**config.mk**
```make
export PLATFORM = sky130hd
export DESIGN_NAME = complement_and_bcd_adjust_ops
export DESIGN_NICKNAME = d
export VERILOG_FILES = /design/src/shared/alu_ops_pkg.sv /design/src/hdl/complement_and_bcd_adjust_ops.sv
export SDC_FILE = /design/constraint.sdc
export NUM_CORES = 1
export LEC_CHECK = 0
export BUFFER_PORTS_ARGS = -buffer_cell sky130_fd_sc_hd__buf_4
export CELL_PAD_IN_SITES_DETAIL_PLACEMENT = 1
export CELL_PAD_IN_SITES_GLOBAL_PLACEMENT = 2
export CORE_ASPECT_RATIO = 1.1
export CORE_MARGIN = 5
export CORE_UTILIZATION = 26
export DETAILED_ROUTE_END_ITERATION = 8
export PLACE_DENSITY = 0.87
export SETUP_SLACK_MARGIN = 0.02
export SYNTH_ARGS = -nofsm -noshare
export SYNTH_HDL_FRONTEND = slang
export SYNTH_SLANG_ARGS = --single-unit
```
**constraint.sdc**
```tcl
create_clock -name clk -period 0.8 [get_ports clk]
set_input_delay 0.16 -clock clk [delete_from_list [all_inputs] [get_ports clk]]
set_output_delay 0.16 -clock clk [all_outputs]
set_load 0.01 [all_outputs]
```
**src/shared/alu_ops_pkg.sv**
```systemverilog
/*
   Constants and operation codes for the complement and decimal adjust datapath.
   Assumes the instruction decoder presents one operation code per issued instruction.
*/
package alu_ops_pkg;

   // Operations handled by the datapath
   typedef enum logic {
      OP_COMPLEMENT_TO_ACC,
      OP_DECIMAL_ADJUST
   } op_e;

   // Data width
   localparam int DATA_W = 8;

   // Largest valid decimal digit in a nibble
   localparam logic [3:0] NIBBLE_MAX = 4'h9;

   // Decimal adjust corrections
   localparam logic [7:0] CORR_NONE = 8'h00;
   localparam logic [7:0] CORR_LOW = 8'h06;
   localparam logic [7:0] CORR_HIGH = 8'h60;
   localparam logic [7:0] CORR_BOTH = 8'h66;

   // Output reset values
   localparam logic [7:0] DATA_RST = 8'h00;
   localparam logic FLAG_RST = 1'b0;

   // Result latency in clock cycles
   localparam int RESULT_LATENCY = 1;

endpackage

```
**src/hdl/complement_and_bcd_adjust_ops.sv**
```systemverilog
/*
   Complement-to-accumulator and decimal adjust datapath of an 8-bit core ALU.
   Assumes operands and flags come from logic on the same clock, and that the
   core writes back the results on the cycle after the request.
*/
`timescale 1ns/1ps
module complement_and_bcd_adjust_ops (
   // Clock and reset
   input wire logic clk,
   input wire logic nrst,
   // Request
   input wire logic opValid,
   input wire alu_ops_pkg::op_e opSel,
   input wire logic [alu_ops_pkg::DATA_W-1:0] accIn,
   input wire logic [alu_ops_pkg::DATA_W-1:0] memIn,
   input wire logic halfCarryIn,
   input wire logic carryIn,
   // Accumulator write-back
   output logic accWrite,
   output logic [alu_ops_pkg::DATA_W-1:0] accData,
   // Data memory write-back
   output logic memWrite,
   output logic [alu_ops_pkg::DATA_W-1:0] memData,
   // Flag write-back
   output logic zeroWrite,
   output logic zeroFlag,
   output logic carryWrite,
   output logic carryFlag
);
   import alu_ops_pkg::*;

   // Decode
   wire logic doComplement;
   wire logic doAdjust;
   assign doComplement = opValid && (opSel == OP_COMPLEMENT_TO_ACC);
   assign doAdjust = opValid && (opSel == OP_DECIMAL_ADJUST);

   // Complement path
   wire logic [DATA_W-1:0] complemented;
   assign complemented = ~memIn;

   // Nibble checks
   wire logic lowOver;
   wire logic highOver;
   wire logic lowAdjust;
   wire logic highAdjust;
   assign lowOver = accIn[3:0] > NIBBLE_MAX;
   assign highOver = accIn[7:4] > NIBBLE_MAX;
   assign lowAdjust = lowOver || halfCarryIn;
   assign highAdjust = highOver || carryIn;

   // Correction select
   wire logic [DATA_W-1:0] correction;
   assign correction = highAdjust ? (lowAdjust ? CORR_BOTH : CORR_HIGH)
                                  : (lowAdjust ? CORR_LOW : CORR_NONE);

   // Corrected sum with carry out
   wire logic [DATA_W:0] adjustSum;
   assign adjustSum = {1'b0, accIn} + {1'b0, correction};

   // Carry result of decimal adjust, never cleared
   wire logic adjustCarry;
   assign adjustCarry = carryIn || highAdjust || adjustSum[DATA_W];

   // Next values
   wire logic next_accWrite;
   wire logic [DATA_W-1:0] next_accData;
   wire logic next_memWrite;
   wire logic [DATA_W-1:0] next_memData;
   assign next_accWrite = doComplement;
   assign next_accData = doComplement ? complemented : accData;
   assign next_memWrite = doAdjust;
   assign next_memData = doAdjust ? adjustSum[DATA_W-1:0] : memData;

   wire logic next_zeroWrite;
   wire logic next_zeroFlag;
   wire logic next_carryWrite;
   wire logic next_carryFlag;
   assign next_zeroWrite = doComplement;
   assign next_zeroFlag = doComplement ? (complemented == DATA_RST) : zeroFlag;
   assign next_carryWrite = doAdjust;
   assign next_carryFlag = doAdjust ? adjustCarry : carryFlag;

   // Accumulator write-back register
   always_ff @(posedge clk or negedge nrst) begin
      if (!nrst) begin
         accWrite <= FLAG_RST;
         accData <= DATA_RST;
      end else begin
         accWrite <= next_accWrite;
         accData <= next_accData;
      end
   end

   // Memory write-back register
   always_ff @(posedge clk or negedge nrst) begin
      if (!nrst) begin
         memWrite <= FLAG_RST;
         memData <= DATA_RST;
      end else begin
         memWrite <= next_memWrite;
         memData <= next_memData;
      end
   end

   // Zero flag register
   always_ff @(posedge clk or negedge nrst) begin
      if (!nrst) begin
         zeroWrite <= FLAG_RST;
         zeroFlag <= FLAG_RST;
      end else begin
         zeroWrite <= next_zeroWrite;
         zeroFlag <= next_zeroFlag;
      end
   end

   // Carry flag register
   always_ff @(posedge clk or negedge nrst) begin
      if (!nrst) begin
         carryWrite <= FLAG_RST;
         carryFlag <= FLAG_RST;
      end else begin
         carryWrite <= next_carryWrite;
         carryFlag <= next_carryFlag;
      end
   end

   // Checks
   a_cpl_acc_result: assert property (@(posedge clk) disable iff (!nrst)
      doComplement |=> accWrite && !memWrite && (accData == ~$past(memIn)))
      else $error("complement result or write strobe wrong");

   a_low_nibble_add: assert property (@(posedge clk) disable iff (!nrst)
      (doAdjust && ((accIn[3:0] > 4'h9) || halfCarryIn))
      |=> memData[3:0] == 4'($past(accIn[3:0]) + 4'h6))
      else $error("low nibble not corrected by six");

   a_low_nibble_keep: assert property (@(posedge clk) disable iff (!nrst)
      (doAdjust && (accIn[3:0] <= 4'h9) && !halfCarryIn)
      |=> memData[3:0] == $past(accIn[3:0]))
      else $error("low nibble changed without cause");

   a_high_only_add: assert property (@(posedge clk) disable iff (!nrst)
      (doAdjust && ((accIn[7:4] > 4'h9) || carryIn) && (accIn[3:0] <= 4'h9) && !halfCarryIn)
      |=> memData == 8'($past(accIn) + 8'h60))
      else $error("high nibble not corrected by six");

   a_corr_set: assert property (@(posedge clk) disable iff (!nrst)
      doAdjust |=> (8'(memData - $past(accIn)) == 8'h00) || (8'(memData - $past(accIn)) == 8'h06)
                || (8'(memData - $past(accIn)) == 8'h60) || (8'(memData - $past(accIn)) == 8'h66))
      else $error("decimal correction outside allowed set");

   a_adj_mem_only: assert property (@(posedge clk) disable iff (!nrst)
      doAdjust |=> memWrite && !accWrite ##1 (!memWrite || $past(doAdjust)))
      else $error("decimal adjust write-back target wrong");

   a_adj_carry: assert property (@(posedge clk) disable iff (!nrst)
      (doAdjust && ((accIn[7:4] > 4'h9) || carryIn)) |=> carryWrite && carryFlag && !zeroWrite)
      else $error("decimal adjust carry not set or extra flag written");

   a_cpl_zero: assert property (@(posedge clk) disable iff (!nrst)
      doComplement |=> zeroWrite && !carryWrite && (zeroFlag == ($past(memIn) == 8'hFF)))
      else $error("complement zero flag wrong");

   a_cpl_zero_set: assert property (@(posedge clk) disable iff (!nrst)
      (doComplement && (memIn == 8'hFF))
      |=> zeroWrite && zeroFlag)
      else $error("complement of all ones did not set zero");

   a_cpl_mem_hold: assert property (@(posedge clk) disable iff (!nrst)
      doComplement
      |=> !memWrite && $stable(memData))
      else $error("complement disturbed the memory result");

   a_cpl_carry_hold: assert property (@(posedge clk) disable iff (!nrst)
      doComplement
      |=> !carryWrite && $stable(carryFlag))
      else $error("complement disturbed the carry flag");

   a_adj_acc_hold: assert property (@(posedge clk) disable iff (!nrst)
      doAdjust
      |=> !accWrite && $stable(accData))
      else $error("decimal adjust disturbed the accumulator result");

   a_adj_zero_hold: assert property (@(posedge clk) disable iff (!nrst)
      doAdjust
      |=> !zeroWrite && $stable(zeroFlag))
      else $error("decimal adjust disturbed the zero flag");

   a_low_only_add: assert property (@(posedge clk) disable iff (!nrst)
      (doAdjust && ((accIn[3:0] > NIBBLE_MAX) || halfCarryIn) && (accIn[7:4] <= NIBBLE_MAX) && !carryIn)
      |=> memData == 8'($past(accIn) + CORR_LOW))
      else $error("low-only correction wrong");

   a_both_add: assert property (@(posedge clk) disable iff (!nrst)
      (doAdjust && ((accIn[3:0] > NIBBLE_MAX) || halfCarryIn) && ((accIn[7:4] > NIBBLE_MAX) || carryIn))
      |=> memData == 8'($past(accIn) + CORR_BOTH))
      else $error("double correction wrong");

   a_zero_corr: assert property (@(posedge clk) disable iff (!nrst)
      (doAdjust && (accIn[3:0] <= NIBBLE_MAX) && !halfCarryIn && (accIn[7:4] <= NIBBLE_MAX) && !carryIn)
      |=> memData == $past(accIn))
      else $error("valid decimal value was altered");

   a_adj_no_carry: assert property (@(posedge clk) disable iff (!nrst)
      (doAdjust && (accIn[7:4] <= NIBBLE_MAX) && !carryIn)
      |=> carryWrite && !carryFlag)
      else $error("carry set although decimal sum below hundred");

   a_idle_strobes: assert property (@(posedge clk) disable iff (!nrst)
      !opValid
      |=> !accWrite && !memWrite && !zeroWrite && !carryWrite)
      else $error("write strobe without a request");

   a_idle_hold: assert property (@(posedge clk) disable iff (!nrst)
      !opValid
      |=> $stable(accData) && $stable(memData) && $stable(zeroFlag) && $stable(carryFlag))
      else $error("result changed without a request");

endmodule

```
==> flow_summary_export.csv, run 1 <==
group,metric,value,unit
logic_synthesis,async_reset_ff_frac,1.00,
timing,fin_ws,-690,ps
run,cap_violations,0,
global_routing,grtUsageTotal,0.133,
timing,holdWs,84.9,ps
timing,clock_skew,0,ps
logic_synthesis,yosysWarnings,0,
layout,fin_area,1870,um^2
logic_synthesis,synth_top_family_by_area,"simple AND/OR/NAND/NOR gates",
pwr,comb_power_share,0.369,
floorplan,rows,23,
global_routing,grt_start_max_net_pins,21,
floorplan,floorplan.die_area,5110,um^2
clock_tree,numCtsBuffers,3,
floorplan,io-pin-count,44,
logic_synthesis,synth-compound-area-share,0.140,
clock_tree,clockBufferDepth,2,
pwr,peakVddDrop,604,uV
setup_path,crit_required,970,ps
global_routing,grt_first_pass_wirelength,5180,um
pwr,intPower,2.15,mW
placed_design,dp_cells,208,
layout,fill_cells,396,
pwr,p_sw,852,uW
timing,hold_viol,0,
timing,post-route-period-util,1.86,
detailed_routing,first_pass_iters,4,
timing,post-route-min-period,1490,ps
detailed_routing,top_layer_used,"met4",
outcome,status,"finished, violations left",
setup_path,crit_path_cell_trace,"buf_6 -> o21a_1 -> or2_4 -> ha_4 -> and4_4 -> or3b_1 -> o211ai_1",
setup_path,cp_slowest_cell,"or3b_1",
logic_synthesis,synth_ff_type,"dfrtp_1",
outcome,failed_checks,"negative setup slack",
timing,rsz0062_at_grt,"true",
detailed_routing,drt_iter0_drc,25,
detailed_routing,wl_met2,1750,um
pwr,seq_power_share,0.417,
layout,postLayoutCoreUtil,0.511,
clock_tree,path_clk_slew,70,ps
layout,drive_gt1_frac,0.571,
pwr,p_leak,0.910,nW
setup_path,startpoint_type,"input pin",
layout,syn2layout_area_growth,89.8,%
logic_synthesis,synth_simple_gate_area_frac,0.210,
pwr,p_per_area,1610,nW/um^2
logic_synthesis,synthesis.nets,126,
global_routing,first_global_vias,1163,
layout,num_antenna_cells,0,
detailed_routing,antenna_left,0,
setup_path,crit_fanout,3,
logic_synthesis,synth_mux_area_frac,0,
clock_tree,clkSinkCount,20,
detailed_routing,wl_met3,177,um
logic_synthesis,synth.distinct_cells,30,
logic_synthesis,ys_seq_elements,20,
pwr,p_total,3.00,mW
clock_tree,root_buffer,"clkbuf_8",
logic_synthesis,synth.avg_cell_area,9.93,um^2
logic_synthesis,syn_area,983,um^2
clock_tree,cts_tree,"done",
detailed_routing,drt-met1-wl,1260,um
global_routing,grt.overflow.total,0,
setup_path,worstSetupEndpointType,"flip-flop",
clock_tree,htree_levels,1,
logic_synthesis,synth-xor-area-share,0.0178,
detailed_routing,wl,3230,um
detailed_routing,via_per_inst,4.65,
placed_design,gp_congestion,0.857,
floorplan,die_h,74.5,um
logic_synthesis,yosysSeqAreaShare,0.509,
detailed_routing,wl_per_cell,14.3,um
pwr,clkPwrFrac,0.214,
floorplan,start_util,0.269,
timing,tightest_slew,264,ps
timing,setup_violations,29,
pwr,switching_share,0.284,
logic_synthesis,syn_inst,99,
global_routing,grt_antenna_before_repair,0,
timing,drv_slew,0,
detailed_routing,vias,1047,
setup_path,arrival,1660,ps
layout,layout.cells.non_filler,225,
placed_design,hpwl,2460,um
setup_path,critPathKind,"in2reg",
floorplan,die_x,68.6,um
worst_hold_path,min_path_type,"in2reg",
floorplan,coreArea,3650,um^2
clock_tree,clk_latency,250,ps
layout,final_nets,204,
placed_design,portBuffers,43,
logic_synthesis,synth_edf_count,0,
timing,fmax,671,MHz
detailed_routing,drcViolationCount,0,
placed_design,placed_area,1560,um^2
timing,slew_headroom,0.824,
logic_synthesis,synthAdderAreaFrac,0.0712,
setup_path,cpPeakStageDelay,350,ps
-- critical path, delay by kind of cell --
family,cells,cell delay (ps)
and+or+nand+nor,3,830
AOI/OAI and AO/OA,2,290
adders and majority gates,1,290
buffers and inverters,1,90
-- state kept, by name, summed over array words and instances (netlist names) --
| signal | flops |
|---|---|
| zeroFlag | 1 |
| carryFlag | 1 |
| accWrite | 1 |
| accData | 8 |
| memWrite | 1 |
| memData | 8 |
-- repair_timing --
action / CTS / global route
pin swaps: 7 / 10
endpoints found under the hold margin: 20 / 0
setup endpoints to repair: 29 / 32
resized for setup: 28 / 17
setup buffers: 6 / 8
hold buffers: 1 / 0
-- path summary, 6_finish.rpt --
path | to | startpoint | depth (start not counted) | slack (ps)
max reg2reg | memData[6] | memData[6] | 3 | -60
max in group asynchronous | memData[0] | nrst | 2 | 260
min in group asynchronous | accData[2] | nrst | 2 | 330
max | carryFlag | accIn[6] | 7 | -690
min reg2reg | zeroFlag | zeroFlag | 2 | 500
min | accData[2] | memIn[2] | 2 | 80
-- Yosys cell counts, types with 2 or more instances --
cell type  number  area [um^2]
nand4_1         2         12.5
o21ai_0        11         55.1
nand3_1         7         35.0
buf_4           2         15.0
buf_2           2         10.0
nand2_1        22         82.6
ha_1            4         50.1
a21oi_1         2         10.0
dfrtp_1        20          500
o211ai_1        2         15.0
inv_1           4         15.0
nand2b_1        2         12.5
or4_1           2         15.0
-- power groups by stage --
| stage | combinational (mW) | sequential (mW) | clock, mW |
|---|---|---|---|
| after floorplan | 0.271 | 1.29 | 0 |
| after global placement | 0.801 | 1.23 | 0 |
| after detailed placement | 0.835 | 1.24 | 0 |
| after CTS | 0.984 | 1.24 | 0.674 |
| after global routing | 1.22 | 1.27 | 0.729 |
| final | 1.11 | 1.25 | 0.644 |
-- stage by stage --
step	setup TNS (ps)	worst slack, ps
floorplan	-4110	-767
global placement	-6120	-898
detailed placement	-6800	-962
CTS	-6680	-686
global route	-7400	-704
finish	-6420	-690
-- cells by family (layout without fill, tap and decap cells) --
kind of cell,count (synthesis),in the layout
buffers and inverters,9,85
AOI/OAI and AO/OA,22,22
and+or+nand+nor,41,41
adders and majority gates,5,5
DFF,20,20
xor gates and xnor gates,2,2
-- metal layers --
layer | GRT usage | vias up
li1 | - | 500
met2 | 0.241 | 35
met4 | 0.0419 | 0
met5 | 0 | -
met3 | 0.0242 | 6
met1 | 0.155 | 506
-- cells in the final DEF, fill, tap and decap left out --
cell           synthesis  routed
o211ai_1               2       2
nand4_1                2       2
or2_4                  0       1
dfrtp_1               20      20
buf_6                  1      27
o31ai_1                1       1
clkbuf_8               0       3
o2111ai_1              1       1
buf_4                  2      49
or4_1                  2       2
or3b_1                 1       1
nand2_1               22      19
xnor2_1                1       1
nand2_2                1       4
xor2_1                 1       1
o21ai_1                0       9
and4_4                 0       1
buf_12                 0       1
nand3_1                7       4
nand2b_1               2       1
a21o_2                 1       1
fa_2                   0       1
o21ai_4                0       1
o21a_1                 1       1
a21oi_2                0       1
a21oi_4                0       1
and3b_1                1       1
a22oi_1                1       1
nand2b_4               0       1
nand3_2                0       3
and4b_1                1       1
ha_4                   0       4
o21ai_0               11       1
dlygate4sd3_1          0       1
inv_1                  4       4
a211o_2                1       1
a211oi_1               1       1
-- cell type report --
type | instances | area (um^2) | area share
tap | 50 | 62.6 | 0.0335
multi-input combinational | 70 | 546 | 0.292
inverter | 4 | 15.0 | 0.00804
timing repair buffer | 78 | 702 | 0.376
clock buffer | 3 | 41.3 | 0.0221
sequential | 20 | 500 | 0.268
No activity file was read; power rests on OpenSTA's default activity.
==> inputs of run 2 (changes only) <==
--- a/config.mk
+++ b/config.mk
@@ -6,11 +6,11 @@
 export NUM_CORES = 1
 export LEC_CHECK = 0
 export BUFFER_PORTS_ARGS = -buffer_cell sky130_fd_sc_hd__buf_4
-export CELL_PAD_IN_SITES_DETAIL_PLACEMENT = 1
-export CELL_PAD_IN_SITES_GLOBAL_PLACEMENT = 2
+export CELL_PAD_IN_SITES_DETAIL_PLACEMENT = 0
+export CELL_PAD_IN_SITES_GLOBAL_PLACEMENT = 1
 export CORE_ASPECT_RATIO = 1.1
 export CORE_MARGIN = 5
-export CORE_UTILIZATION = 26
+export CORE_UTILIZATION = 33
 export DETAILED_ROUTE_END_ITERATION = 8
 export PLACE_DENSITY = 0.87
 export SETUP_SLACK_MARGIN = 0.02
==> run 2 against run 1 <==
Critical endpoint unchanged. Clock skew is the same. Cell count shrank 9.3%. Worst setup slack gained 69 ps. The flow still finishes with violations (negative setup slack). Sequential share of layout area grew 1.0 points.
==> flow_summary_export.csv, run 2 (synthesized netlist as in run 1, its figures left out) <==
group,metric,value,unit
detailed_routing,vias,988,
outcome,status,"finished, violations left",
timing,post-route-period-util,1.78,
layout,fill_cells,239,
timing,slew_headroom,0.830,
clock_tree,root_buffer,"clkbuf_4",
timing,tightest_slew,255,ps
layout,drive_gt1_frac,0.561,
timing,rsz0062_at_grt,"true",
clock_tree,clkSinkCount,20,
timing,post-route-min-period,1420,ps
detailed_routing,wl_per_cell,13.2,um
setup_path,critPathKind,"in2reg",
floorplan,die_x,62.1,um
setup_path,startpoint_type,"input pin",
setup_path,crit_fanout,4,
timing,holdWs,39.7,ps
global_routing,grt_first_pass_wirelength,4150,um
pwr,p_per_area,1530,nW/um^2
timing,setup_violations,29,
pwr,p_total,2.76,mW
setup_path,worstSetupEndpointType,"flip-flop",
global_routing,grt.overflow.total,0,
detailed_routing,via_per_inst,4.84,
detailed_routing,first_pass_iters,4,
floorplan,die_h,67.3,um
timing,fmax,704,MHz
floorplan,coreArea,2830,um^2
global_routing,grt_start_max_net_pins,21,
setup_path,reg2reg_slack,-80,ps
setup_path,cp_slowest_cell,"or3b_1",
clock_tree,clk_latency,280,ps
clock_tree,clockBufferDepth,2,
floorplan,rows,20,
clock_tree,path_clk_slew,100,ps
floorplan,floorplan.die_area,4170,um^2
detailed_routing,drcViolationCount,0,
layout,regArea,500,um^2
setup_path,cp_top_family,"simple AND/OR/NAND/NOR gates",
layout,num_antenna_cells,0,
setup_path,arrival,1630,ps
layout,final_cell_mix,"buf_4 (45), buf_6 (27), nand2_1 (21), dfrtp_1 (20), o21ai_0 (7)",
layout,syn2layout_area_growth,83.0,%
placed_design,hpwl,2020,um
timing,drv_slew,0,
timing,hold_viol,0,
layout,final_common_cell,"buf_4",
placed_design,gp_congestion,0.854,
placed_design,portBuffers,43,
global_routing,grt_antenna_before_repair,0,
placed_design,pre_cts_slack,-972,ps
detailed_routing,drt_iter0_drc,31,
layout,top_regs,"accData x8, memData x8",
pwr,peakVddDrop,997,uV
global_routing,first_global_vias,976,
timing,clock_skew,0,ps
clock_tree,numCtsBuffers,3,
setup_path,worst-path-buf-inv,1,
floorplan,io-pin-count,44,
run,cap_violations,0,
layout,multi_input_area,553,um^2
layout,final_nets,200,
setup_path,crit_required,1010,ps
setup_path,cpPeakStageDelay,350,ps
timing,fin_ws,-621,ps
clock_tree,cts_tree,"done",
outcome,failed_checks,"negative setup slack",
worst_hold_path,min_path_type,"in2reg",
detailed_routing,antenna_left,0,
floorplan,start_util,0.348,
clock_tree,htree_levels,1,
setup_path,crit_path_cell_trace,"buf_6 -> o21a_1 -> or2_4 -> ha_4 -> and4_4 -> or3b_1 -> o211ai_1",
pwr,p_leak,0.886,nW
global_routing,grtUsageTotal,0.130,
detailed_routing,wl,2700,um
run 2: cell count changes in the layout (fill, tap and decap cells not counted), sizes merged:
cell	change
buf	-4
run 2: worst paths after layout:
kind / start / end / cells past startpoint
max: accIn[5] / carryFlag / 7
min: memIn[2] / accData[2] / 2
max reg2reg: memData[6] / memData[6] / 3
min reg2reg: accData[0] / accData[0] / 2
max in group asynchronous: nrst / memData[7] / 2
min in group asynchronous: nrst / accData[6] / 2
run 2: per-stage QoR:
stage                     setup TNS [ps]  area, um^2  utilization  cells
after CTS                          -7190        1740        0.616    200
after detailed placement           -6580        1510        0.534    189
after floorplan                    -4110        1050            -     99
after global routing               -8240        1800        0.636    204
after global placement             -6170        1510        0.534    189
final                              -7150        1800        0.636    204
run 2: routing by layer:
metal / track usage / vias up / part of all wire
met3: 0.0134 / 4 / 0.075
met2: 0.229 / 36 / 0.51
met4: 0.0477 / 0 / 0.0085
met1: 0.158 / 457 / 0.41
met5: 0 / - / 0
li1: - / 491 / -
run 2: cell type report:
class	instances	area share
Multi-Input combinational cell	70	0.307
Clock buffer	3	0.0125
Timing Repair Buffer	74	0.371
Sequential cell	20	0.278
Inverter	4	0.00834
Tap cell	33	0.0229
run 2: timing repair:
action / in CTS / in global routing
resized for setup: 33 / 8
buffers inserted: 7 / 6
pin swaps: 8 / 4
hold buffers: 1 / 0
setup endpoints to repair: 29 / 30
hold endpoints to repair: 20 / 0
run 2: power by group:
part / total, mW / internal, mW / switching [mW]
Clock: 0.449 / 0.175 / 0.274
Sequential: 1.25 / 1.14 / 0.104
Combinational: 1.06 / 0.646 / 0.412
Total: 2.76 / 1.96 / 0.791
